### src/rtl/cfi_pkg.sv
package cfi_pkg;
  // ==========================================================
  // Group functions
  localparam logic [2:0] FN_PLAIN = 3'h0;
  localparam logic [2:0] FN_COUNT = 3'h1;
  localparam logic [2:0] FN_CATCH = 3'h2;
  localparam logic [2:0] FN_IRQ = 3'h3;
  localparam logic [2:0] FN_FREQ = 3'h4;
  // ==========================================================
  // Register byte offsets
  localparam logic [7:0] ADDR_FUNC = 8'h00;
  localparam logic [7:0] ADDR_MODE = 8'h04;
  localparam logic [7:0] ADDR_STAT = 8'h08;
  localparam logic [7:0] ADDR_CNT0 = 8'h10;
  localparam logic [7:0] ADDR_CNT5 = 8'h24;
  // ==========================================================
  // Reset values and fields
  localparam logic [17:0] FUNC_RST = 18'h0;
  localparam logic [5:0] MODE_RST = 6'h0;
  localparam int MODE_TP = 0;
  localparam int MODE_SEL = 1;
  localparam int MODE_CLR = 2;
  localparam int MODE_G3 = 3;
  localparam int CNT_W = 32;
  localparam int NGRP = 6;
  // Primary pin of each group, and owning group of each pin
  localparam int GRP_PIN [NGRP] = '{0, 2, 3, 5, 6, 7};
  localparam int PIN_GRP [8] = '{0, 0, 1, 2, 2, 3, 4, 5};
endpackage : cfi_pkg

### src/rtl/cfi_select.sv
// Function
// - Each of the six terminal groups takes one function: plain, counter, catch, interrupt, frequency.
// - A group counter runs only while its group function is counter.
// - Groups one and three choose single-phase or two-phase counting.
// - Group one counter may use the group two terminal as clear.
// - Group three counter may use the group four terminal as clear.
// - Groups two, four, five, six count single-phase only; two-phase requests ignored.
// - Up/down mode: rising pulse counts up if direction high, else down.
// - Two-edge mode: both B edges count, up when A leads.
// - Four-edge mode: every A and B edge counts, up when A leads.
//
// Local design decisions: register access over Wishbone and the placing of the registers.
`timescale 1ns/10ps
`default_nettype none
module cfi_select
  import cfi_pkg::*;
(
  input wire logic clk_in,
  input wire logic arst_n_in,
  input wire logic wb_cyc_in,
  input wire logic wb_stb_in,
  input wire logic wb_we_in,
  input wire logic [7:0] wb_adr_in,
  input wire logic [31:0] wb_dat_in,
  input wire logic [3:0] wb_sel_in,
  output logic [31:0] wb_dat_out,
  output logic wb_ack_out,
  input wire logic [7:0] term_in,
  output logic [7:0] plain_data_out,
  output logic [NGRP-1:0] catch_pulse_out,
  output logic [NGRP-1:0] irq_pulse_out,
  output logic [NGRP-1:0] freq_level_out,
  output logic [NGRP-1:0] cnt_en_out
);
  // ==========================================================
  // Pin synchronisers: three stages, filter on stages two and three
  logic [7:0] s1;
  logic [7:0] s2;
  logic [7:0] s3;
  logic [7:0] filt;
  logic [7:0] filt_q;
  logic input_terminal_first;
  logic input_terminal_eighth;
  logic group1_clear_terminal;
  logic group3_clear_terminal;

  always_ff @(posedge clk_in or negedge arst_n_in) begin
    if (!arst_n_in) begin
      s1 <= 8'h00;
      s2 <= 8'h00;
      s3 <= 8'h00;
      filt <= 8'h00;
      filt_q <= 8'h00;
    end else begin
      s1 <= term_in;
      s2 <= s1;
      s3 <= s2;
      filt <= (s3 & ~(s2 ^ s3)) | (filt & (s2 ^ s3)); // Change only once stable
      filt_q <= filt;
    end
  end

  assign input_terminal_first = filt[0];
  assign input_terminal_eighth = filt[7];
  assign group1_clear_terminal = filt[2];
  assign group3_clear_terminal = filt[5];

  // ==========================================================
  // Configuration registers
  logic [17:0] func_reg;
  logic [5:0] mode_reg;
  logic [17:0] next_func;
  logic [31:0] wmask;
  logic [31:0] func_wr;
  logic wr_stb;
  logic [NGRP-1:0] load;
  logic [CNT_W-1:0] cnt [NGRP];
  logic [CNT_W-1:0] load_val [NGRP];
  logic clr_on0;
  logic clr_on2;

  assign wmask = {{8{wb_sel_in[3]}}, {8{wb_sel_in[2]}}, {8{wb_sel_in[1]}}, {8{wb_sel_in[0]}}};
  assign wr_stb = wb_cyc_in && wb_stb_in && wb_we_in && !wb_ack_out;
  assign func_wr = ({14'h0, func_reg} & ~wmask) | (wb_dat_in & wmask);

  // Unknown function codes leave the field as it was
  always_comb begin
    next_func = func_reg;
    for (int g = 0; g < NGRP; g++) begin
      if (func_wr[3*g +: 3] <= FN_FREQ) begin
        next_func[3*g +: 3] = func_wr[3*g +: 3];
      end
    end
  end

  // Function and mode storage
  always_ff @(posedge clk_in or negedge arst_n_in) begin
    if (!arst_n_in) begin
      func_reg <= FUNC_RST;
      mode_reg <= MODE_RST;
    end else if (wr_stb && wb_adr_in == ADDR_FUNC) begin
      func_reg <= next_func;
    end else if (wr_stb && wb_adr_in == ADDR_MODE && wb_sel_in[0]) begin
      mode_reg <= wb_dat_in[5:0];
    end
  end

  // Clear terminal borrowed only while the owning group counts
  assign clr_on0 = func_reg[2:0] == FN_COUNT && mode_reg[MODE_CLR];
  assign clr_on2 = func_reg[8:6] == FN_COUNT && mode_reg[MODE_G3 + MODE_CLR];

  // ==========================================================
  // Per-group counters and function outputs
  for (genvar g = 0; g < NGRP; g++) begin : grp
    localparam int P = GRP_PIN[g];
    localparam bit DUAL = (g == 0) || (g == 2);
    localparam int MB = (g == 2) ? MODE_G3 : 0;
    localparam int PB = DUAL ? P + 1 : P; // Keeps the unused B index inside the pin range
    logic is_cnt;
    logic a;
    logic b;
    logic tp;
    logic sel;
    logic clr;
    logic [31:0] cnt_addr;

    assign cnt_addr = 32'(ADDR_CNT0) + 32'(4 * g);
    // Borrowed clear pin stops its own group counting
    assign is_cnt = func_reg[3*g +: 3] == FN_COUNT
                    && !(g == 1 && clr_on0) && !(g == 3 && clr_on2);
    assign a = filt[P];
    assign b = DUAL ? filt[PB] : 1'b0;
    assign tp = DUAL ? mode_reg[MB + MODE_TP] : 1'b0;
    assign sel = DUAL ? mode_reg[MB + MODE_SEL] : 1'b0;
    assign clr = (g == 0) ? (clr_on0 && group1_clear_terminal)
                 : (g == 2) ? (clr_on2 && group3_clear_terminal) : 1'b0;
    assign load[g] = wr_stb && {24'h0, wb_adr_in} == cnt_addr;
    assign load_val[g] = (cnt[g] & ~wmask) | (wb_dat_in & wmask);

    cfi_count_core #(
      .W(CNT_W)
    ) u_core (
      .clk_in(clk_in),
      .arst_n_in(arst_n_in),
      .en_in(is_cnt),
      .two_phase_in(tp),
      .mode_in(sel),
      .a_in(a),
      .b_in(b),
      .clr_in(clr),
      .load_in(load[g]),
      .load_val_in(load_val[g]),
      .count_out(cnt[g])
    );

    // Catch and interrupt fire on the primary pin's rising edge
    always_ff @(posedge clk_in or negedge arst_n_in) begin
      if (!arst_n_in) begin
        catch_pulse_out[g] <= 1'b0;
        irq_pulse_out[g] <= 1'b0;
        freq_level_out[g] <= 1'b0;
        cnt_en_out[g] <= 1'b0;
      end else begin
        catch_pulse_out[g] <= func_reg[3*g +: 3] == FN_CATCH && a && !filt_q[P];
        irq_pulse_out[g] <= func_reg[3*g +: 3] == FN_IRQ && a && !filt_q[P];
        freq_level_out[g] <= func_reg[3*g +: 3] == FN_FREQ && a;
        cnt_en_out[g] <= is_cnt;
      end
    end
  end

  // Plain data shows a pin only while its group is plain and not borrowed
  for (genvar t = 0; t < 8; t++) begin : pin
    localparam int G = PIN_GRP[t];
    always_ff @(posedge clk_in or negedge arst_n_in) begin
      if (!arst_n_in) begin
        plain_data_out[t] <= 1'b0;
      end else begin
        plain_data_out[t] <= filt[t] && func_reg[3*G +: 3] == FN_PLAIN
                             && !(t == 2 && clr_on0) && !(t == 5 && clr_on2);
      end
    end
  end

  // ==========================================================
  // Wishbone classic slave: one wait state, unmapped reads give zero
  always_ff @(posedge clk_in or negedge arst_n_in) begin
    if (!arst_n_in) begin
      wb_ack_out <= 1'b0;
      wb_dat_out <= 32'h0;
    end else begin
      wb_ack_out <= wb_cyc_in && wb_stb_in && !wb_ack_out;
      if (wb_cyc_in && wb_stb_in && !wb_ack_out) begin
        if (wb_adr_in == ADDR_FUNC) begin
          wb_dat_out <= {14'h0, func_reg};
        end else if (wb_adr_in == ADDR_MODE) begin
          wb_dat_out <= {26'h0, mode_reg};
        end else if (wb_adr_in == ADDR_STAT) begin
          wb_dat_out <= {16'h0, 2'h0, cnt_en_out, filt};
        end else if (wb_adr_in >= ADDR_CNT0 && wb_adr_in <= ADDR_CNT5
                     && wb_adr_in[1:0] == 2'h0) begin
          wb_dat_out <= cnt[3'((wb_adr_in - ADDR_CNT0) >> 2)];
        end else begin
          wb_dat_out <= 32'h0;
        end
      end
    end
  end
endmodule : cfi_select
`default_nettype wire

### src/rtl/cfi_count_core.sv
`timescale 1ns/10ps
`default_nettype none
module cfi_count_core
  import cfi_pkg::*;
#(
  parameter int W = CNT_W
) (
  input wire logic clk_in,
  input wire logic arst_n_in,
  input wire logic en_in,
  input wire logic two_phase_in,
  input wire logic mode_in,
  input wire logic a_in,
  input wire logic b_in,
  input wire logic clr_in,
  input wire logic load_in,
  input wire logic [W-1:0] load_val_in,
  output logic [W-1:0] count_out
);
  // ==========================================================
  // Edge detection
  logic a_q;
  logic b_q;
  logic ea;
  logic eb;
  logic step_up;
  logic step_dn;

  // Previous phase levels
  always_ff @(posedge clk_in or negedge arst_n_in) begin
    if (!arst_n_in) begin
      a_q <= 1'b0;
      b_q <= 1'b0;
    end else begin
      a_q <= a_in;
      b_q <= b_in;
    end
  end

  assign ea = a_in ^ a_q;
  assign eb = b_in ^ b_q;

  // Step decode; both phases moving at once is not a valid quadrature step
  always_comb begin
    step_up = 1'b0;
    step_dn = 1'b0;
    if (en_in) begin
      if (!two_phase_in) begin
        if (ea && a_in) begin
          step_up = !mode_in || b_in;
          step_dn = mode_in && !b_in;
        end
      end else if (!mode_in) begin
        if (eb && !ea) begin
          step_up = (a_in == b_in);
          step_dn = (a_in != b_in);
        end
      end else if (ea ^ eb) begin
        step_up = ea ? (a_in != b_in) : (a_in == b_in);
        step_dn = !step_up;
      end
    end
  end

  // ==========================================================
  // Counter: clear beats load beats counting, wraps at the ends
  always_ff @(posedge clk_in or negedge arst_n_in) begin
    if (!arst_n_in) begin
      count_out <= '0;
    end else if (clr_in) begin
      count_out <= '0;
    end else if (load_in) begin
      count_out <= load_val_in;
    end else if (step_up) begin
      count_out <= count_out + W'(1);
    end else if (step_dn) begin
      count_out <= count_out - W'(1);
    end
  end
endmodule : cfi_count_core
`default_nettype wire

### config.mk
export PLATFORM = sky130hd
export DESIGN_NAME = cfi_select
export DESIGN_NICKNAME = d
export VERILOG_FILES = /design/src/rtl/cfi_pkg.sv /design/src/rtl/cfi_select.sv /design/src/rtl/cfi_count_core.sv
export SDC_FILE = /design/constraint.sdc
export NUM_CORES = 1
export LEC_CHECK = 0
export BUFFER_PORTS_ARGS = -buffer_cell sky130_fd_sc_hd__buf_2
export CORE_ASPECT_RATIO = 2
export CORE_MARGIN = 2
export CORE_UTILIZATION = 42
export DETAILED_ROUTE_END_ITERATION = 7
export PLACE_DENSITY = 0.64
export REMOVE_ABC_BUFFERS = 1
export SYNTH_ARGS = -nofsm -noshare
export SYNTH_HDL_FRONTEND = slang
export SYNTH_SLANG_ARGS = --single-unit
### constraint.sdc
create_clock -name clk_in -period 9.9 [get_ports clk_in]
set_input_delay 1.98 -clock clk_in [delete_from_list [all_inputs] [get_ports clk_in]]
set_output_delay 1.98 -clock clk_in [all_outputs]
set_load 0.02 [all_outputs]
## After elaboration in Yosys (flattened, before gate mapping)

Cells that the tools add are included.

- Add/sub/neg operators: 9
- Magnitude comparators: 9
- Equality and inequality tests: 36
- Mux-type cells: 57
- Bitwise operators: 33
- Reduce and logical (&&, ||, !) cells: 111

Operators by type and width:

| kind | number |
|---|---|
| $mux W32 | 22 |
| $and A32 B32 Y32 | 7 |
| $add A32 B1 Y32 const B | 6 |
| $or A32 B32 Y32 | 6 |
| $bmux W32 S3 | 1 |
| $logic_and A1 B1 Y1 | 71 |
| $sub A32 B1 Y32 const B | 2 |
| $eq A3 B2 Y1 const B | 12 |
| $mux W1 | 34 |
| $eq A8 B5 Y1 const B | 4 |
| $not A32 Y32 | 1 |
| $and A18 B18 Y18 | 1 |
| $eq A3 B1 Y1 const B | 6 |
| $eq A3 B3 Y1 const B | 6 |
| $le A3 B3 Y1 const B | 6 |
| $logic_not A3 Y1 | 6 |
| $or A18 B18 Y18 | 1 |
| $logic_not A1 Y1 | 17 |
| $and A8 B8 Y8 | 2 |
| $eq A8 B6 Y1 const B | 2 |
| $reduce_and A2 Y1 | 7 |
| $xor A1 B1 Y1 | 10 |
| $eq A8 B3 Y1 const B | 1 |
| $eq A8 B4 Y1 const B | 1 |
| other kinds (16) | 23 |

- Register bits after elaboration: 329
- Output and inout bits: 65
- Word-level logic and storage cells: 315

## Longest topological paths before layout

- Depth in word-level cells: 11
- Depth in mapped cells: 18
- Gate-level depth less buffers: 17

## Modules after synthesis

From an unflattened synthesis, not the netlist that was laid out.

- Cells, all modules: 3660
- Area, all modules: 29004.1 µm²

By module, submodules not included:

| module | times used | cells each | area an instance (µm²) |
|---|---|---|---|
| cfi_count_core (grp[3].u_core ...) | 3 | 485 | 3604.7 |
| cfi_count_core (grp[0].u_core ...) | 3 | 397 | 3305.7 |
| cfi_select | 1 | 1014 | 8272.9 |

## Worst setup path after synthesis

OpenSTA, ideal clock, no wires.

- Kind: register to register
- Start point: register (tool-made name)
- End point: register grp[2].u_core.count_out[31]
- Setup time: 0.087 ns
- Data arrival time: 4.844 ns
- Required time: 9.813 ns
- Path slack: 4.970 ns
- Cell stages (with the launch flop): 16
- Path buffers: 0
- Clock period less this slack: 4.930 ns
- Path through: dfrtp_1 ha_1 ha_1 nand2b_1 o221ai_1 nand3_1 ha_1 a211oi_1 o21bai_1 a211o_1 or2_1 a31oi_1 a311oi_1 a31oi_1 mux2_2 o211ai_1

RTL lines:

| element | line | text |
|---|---|---|
| end signal, assigned | cfi_count_core.sv:73 | `count_out <= load_val_in;` |
| end signal, assigned | cfi_count_core.sv:75 | `count_out <= count_out + W'(1);` |
| end signal, assigned | cfi_count_core.sv:77 | `count_out <= count_out - W'(1);` |
| end, declared | cfi_count_core.sv:18 | `output logic [W-1:0] count_out` |

==> flow_metrics.env <==
export IMPL_status="complete, no violations"
export IMPL_antenna_left=0
export IMPL_clockBufferDepth=3
export IMPL_port_buffers=121
export IMPL_crit_arrival_ns=5.99
export IMPL_fmax_ghz=0.180
export IMPL_critPathRequiredTime_ns=10.34
export IMPL_synth_area_leaders="dfrtp_1 (39%), nor2_1 (5.2%), ha_1 (5.0%)"
export IMPL_post_cts_buffers=0
export IMPL_path_clk_slew_ns=0.06
export IMPL_synth_top_cells_by_count="dfrtp_1 (321), nor2_1 (284), nand2_1 (233), a21oi_1 (188), o21ai_0 (172)"
export IMPL_whs_ns=0.348
export IMPL_dp_cells=2992
export IMPL_dieArea_um2=51100
export IMPL_dr_wl_met2_mm=33.5
export IMPL_drt_first_iter_violations=1606
export IMPL_dpl_hpwl_mm=50.8
export IMPL_final_max_slew_violation_count=0
export IMPL_wl_mm=67.7
export IMPL_critPathKind="flop to flop"
export IMPL_io_pins=122
export IMPL_cts_buffers=34
export IMPL_critPathBufInv=0
export IMPL_layout_drive_gt1_share_pct=12.1
export IMPL_syn_inst=2330
export IMPL_p_per_area_nw_per_um2=147
export IMPL_ys_seq_area_share_pct=38.9
export IMPL_period_minus_slack_ns=5.56
export IMPL_cp_end_kind="flop"
export IMPL_drc=0
export IMPL_holdPathStages=0
export IMPL_synth_edff_count=0
export IMPL_power_w=0.00337
export IMPL_cts_root_buf="clkbuf_16"
export IMPL_dpl_cell_area_um2=21800
export IMPL_drt_met1_wl_mm=27.6
export IMPL_wl_met3_mm=3.98
export IMPL_yosysTopAreaCell="dfrtp_1"
export IMPL_slowest_stage="nand3_2"
export IMPL_area_growth_pct=10.8
export IMPL_rsz0062_at_grt="no"
export IMPL_drv_cap=0
export IMPL_grt_max_degree=144
export IMPL_critPathMaxStageDelay_ns=0.85
export IMPL_yosysTopAreaCellShare_pct=38.9
export IMPL_postCtsHoldBufs=0
export IMPL_tritoncts="built"
export IMPL_tns_ns=0
export IMPL_hold_viol_final=0
export IMPL_yosys_warnings=0
export IMPL_die_h_um=318
export IMPL_via_count=18900
export IMPL_clk_insertion_delay_late_ns=0.53
export IMPL_cp_num_cells=15
export IMPL_cts_htree_levels=2
export IMPL_wl_per_cell_um=22.2
export IMPL_start_util_pct=42.2
export IMPL_nets=2526
export IMPL_antenna_found_initial=2
export IMPL_syn_avg_cell_area_um2=8.87
export IMPL_crit_top_cell="ha_1"
export IMPL_final_cells=3054
export IMPL_yosysMostFrequentCell="dfrtp_1"
export IMPL_grt_pass1_vias=18500
export IMPL_cts_num_sinks=321
export IMPL_reg2reg_depth=15
export IMPL_fin_crit_sh_pct=56.1
export IMPL_netlist_area_um2=20700
export IMPL_firstDrtPassIters=5
export IMPL_crit_chain="ha_1 -> ha_1 -> nand2b_1 -> o221ai_1 -> nand3_2 -> ha_1 -> a211oi_1 -> o21bai_1 -> a211o_1 -> or2_1 -> a31oi_1 -> a311oi_1 -> a31oi_1 -> mux2_2 -> o211ai_1"
export IMPL_setup_viol=0
export IMPL_grt_usage_pct=26.3
export IMPL_core_um2=48900
export IMPL_startpoint_type="flop"
export IMPL_max_slew_margin_rel_pct=13.8
export IMPL_die_x_um=161
export IMPL_clock_skew_ns=0.0155
export IMPL_gp_congestion=0.918
export IMPL_crit_family="compound AO/OA/AOI/OAI gates"
export IMPL_grt_pass1_wl_mm=106
export IMPL_ys_types=100
export IMPL_p_leak_nw=9.91
export IMPL_worstMarginPinSlew_ns=1.28
export IMPL_overflow=0
export IMPL_cp_max_fo=43
export IMPL_worstHoldPathType="flop to flop"
export IMPL_rows=115
export IMPL_avgViaCountPerCell=6.18
export IMPL_stdcell_area_um2=22900
export IMPL_top_layer_used="met4"
export IMPL_cts_resized=0
export IMPL_ys_async_sr_fraction_pct=100
export IMPL_synthFlopType="dfrtp_1"
export IMPL_ys_ff_latch=321
export IMPL_irDropWorstVdd_uv=126
routing by layer:
metal	global-route usage, %	up-vias
met5	0	-
met4	10.1	0
met1	33.5	9198
met2	45.7	726
li1	-	8816
met3	2.82	127
per-stage QoR:
stage | setup WS, ns | utilization, %
final | 4.34 | 46.8
after floorplan | 4.81 | -
after CTS | 4.33 | 46.8
after detailed placement | 4.11 | 44.5
after global routing | 4.06 | 46.8
after global placement | 4.13 | 44.5
kinds of logic (layout without fill, tap and decap cells):
logic type,count (synthesis),count (layout),synth area share [%]
AOI/OAI and AO/OA,703,703,22.0
xor gates and xnor gates,65,65,2.79
other,0,2,0
adders and majority gates,92,92,5.55
muxes,94,94,6.55
DFF,321,321,38.9
and+or+nand+nor,892,892,21.0
buffers and inverters,163,242,3.26
final timing paths:
path	start	endpoint	slack [ns]
worst max-delay path	flop	grp[2].u_core.count_out[31]	4.34
worst min-delay path	s1[2]	s2[2]	0.35
worst max register to register	flop	grp[2].u_core.count_out[31]	4.34
worst min register to register	s1[2]	s2[2]	0.35
max in group asynchronous	arst_n_in	asynchronous set/reset pin	6.98
min in group asynchronous	arst_n_in	asynchronous set/reset pin	1.54
worst register-to-register path, delay by kind of cell (launching register included):
family	cells	cell delay, ns
adder cells (fa/ha/maj)	3	1.38
flip-flops	1	0.47
multiplexers	1	0.39
AO/OA/AOI/OAI	8	1.95
AND/OR/NAND/NOR	3	1.30
report_power, final:
group          total, W  leakage, nW  internal, W  switching, W
Combinational  0.000608         5.17     0.000256      0.000353
Clock           0.00135        0.560     0.000794      0.000557
Sequential      0.00141         4.19      0.00136     0.0000522
cell usage in the layout, fill, tap and decap left out, types with 37 or more instances in the layout:
| cell | instances |
|---|---|
| mux2i_1 | 53 |
| ha_1 | 82 |
| dfrtp_1 | 321 |
| and3_1 | 46 |
| nor3_1 | 49 |
| o21ai_0 | 172 |
| nand2_1 | 233 |
| a211oi_1 | 55 |
| buf_2 | 119 |
| nor2_1 | 284 |
| inv_1 | 37 |
| a21oi_1 | 188 |
| xnor2_1 | 37 |
| nand3_1 | 90 |
layout make-up:
| class | count | area (um^2) |
|---|---|---|
| Clock inverter | 10 | 154 |
| Sequential cell | 321 | 8030 |
| Clock buffer | 50 | 982 |
| Inverter | 37 | 139 |
| Fill cell | 4818 | 26000 |
| Multi-Input combinational cell | 1846 | 12000 |
| Timing Repair Buffer | 145 | 811 |
| Antenna cell | 2 | 5.00 |
| Tap cell | 643 | 805 |
Power figures use the tool's default switching activity.
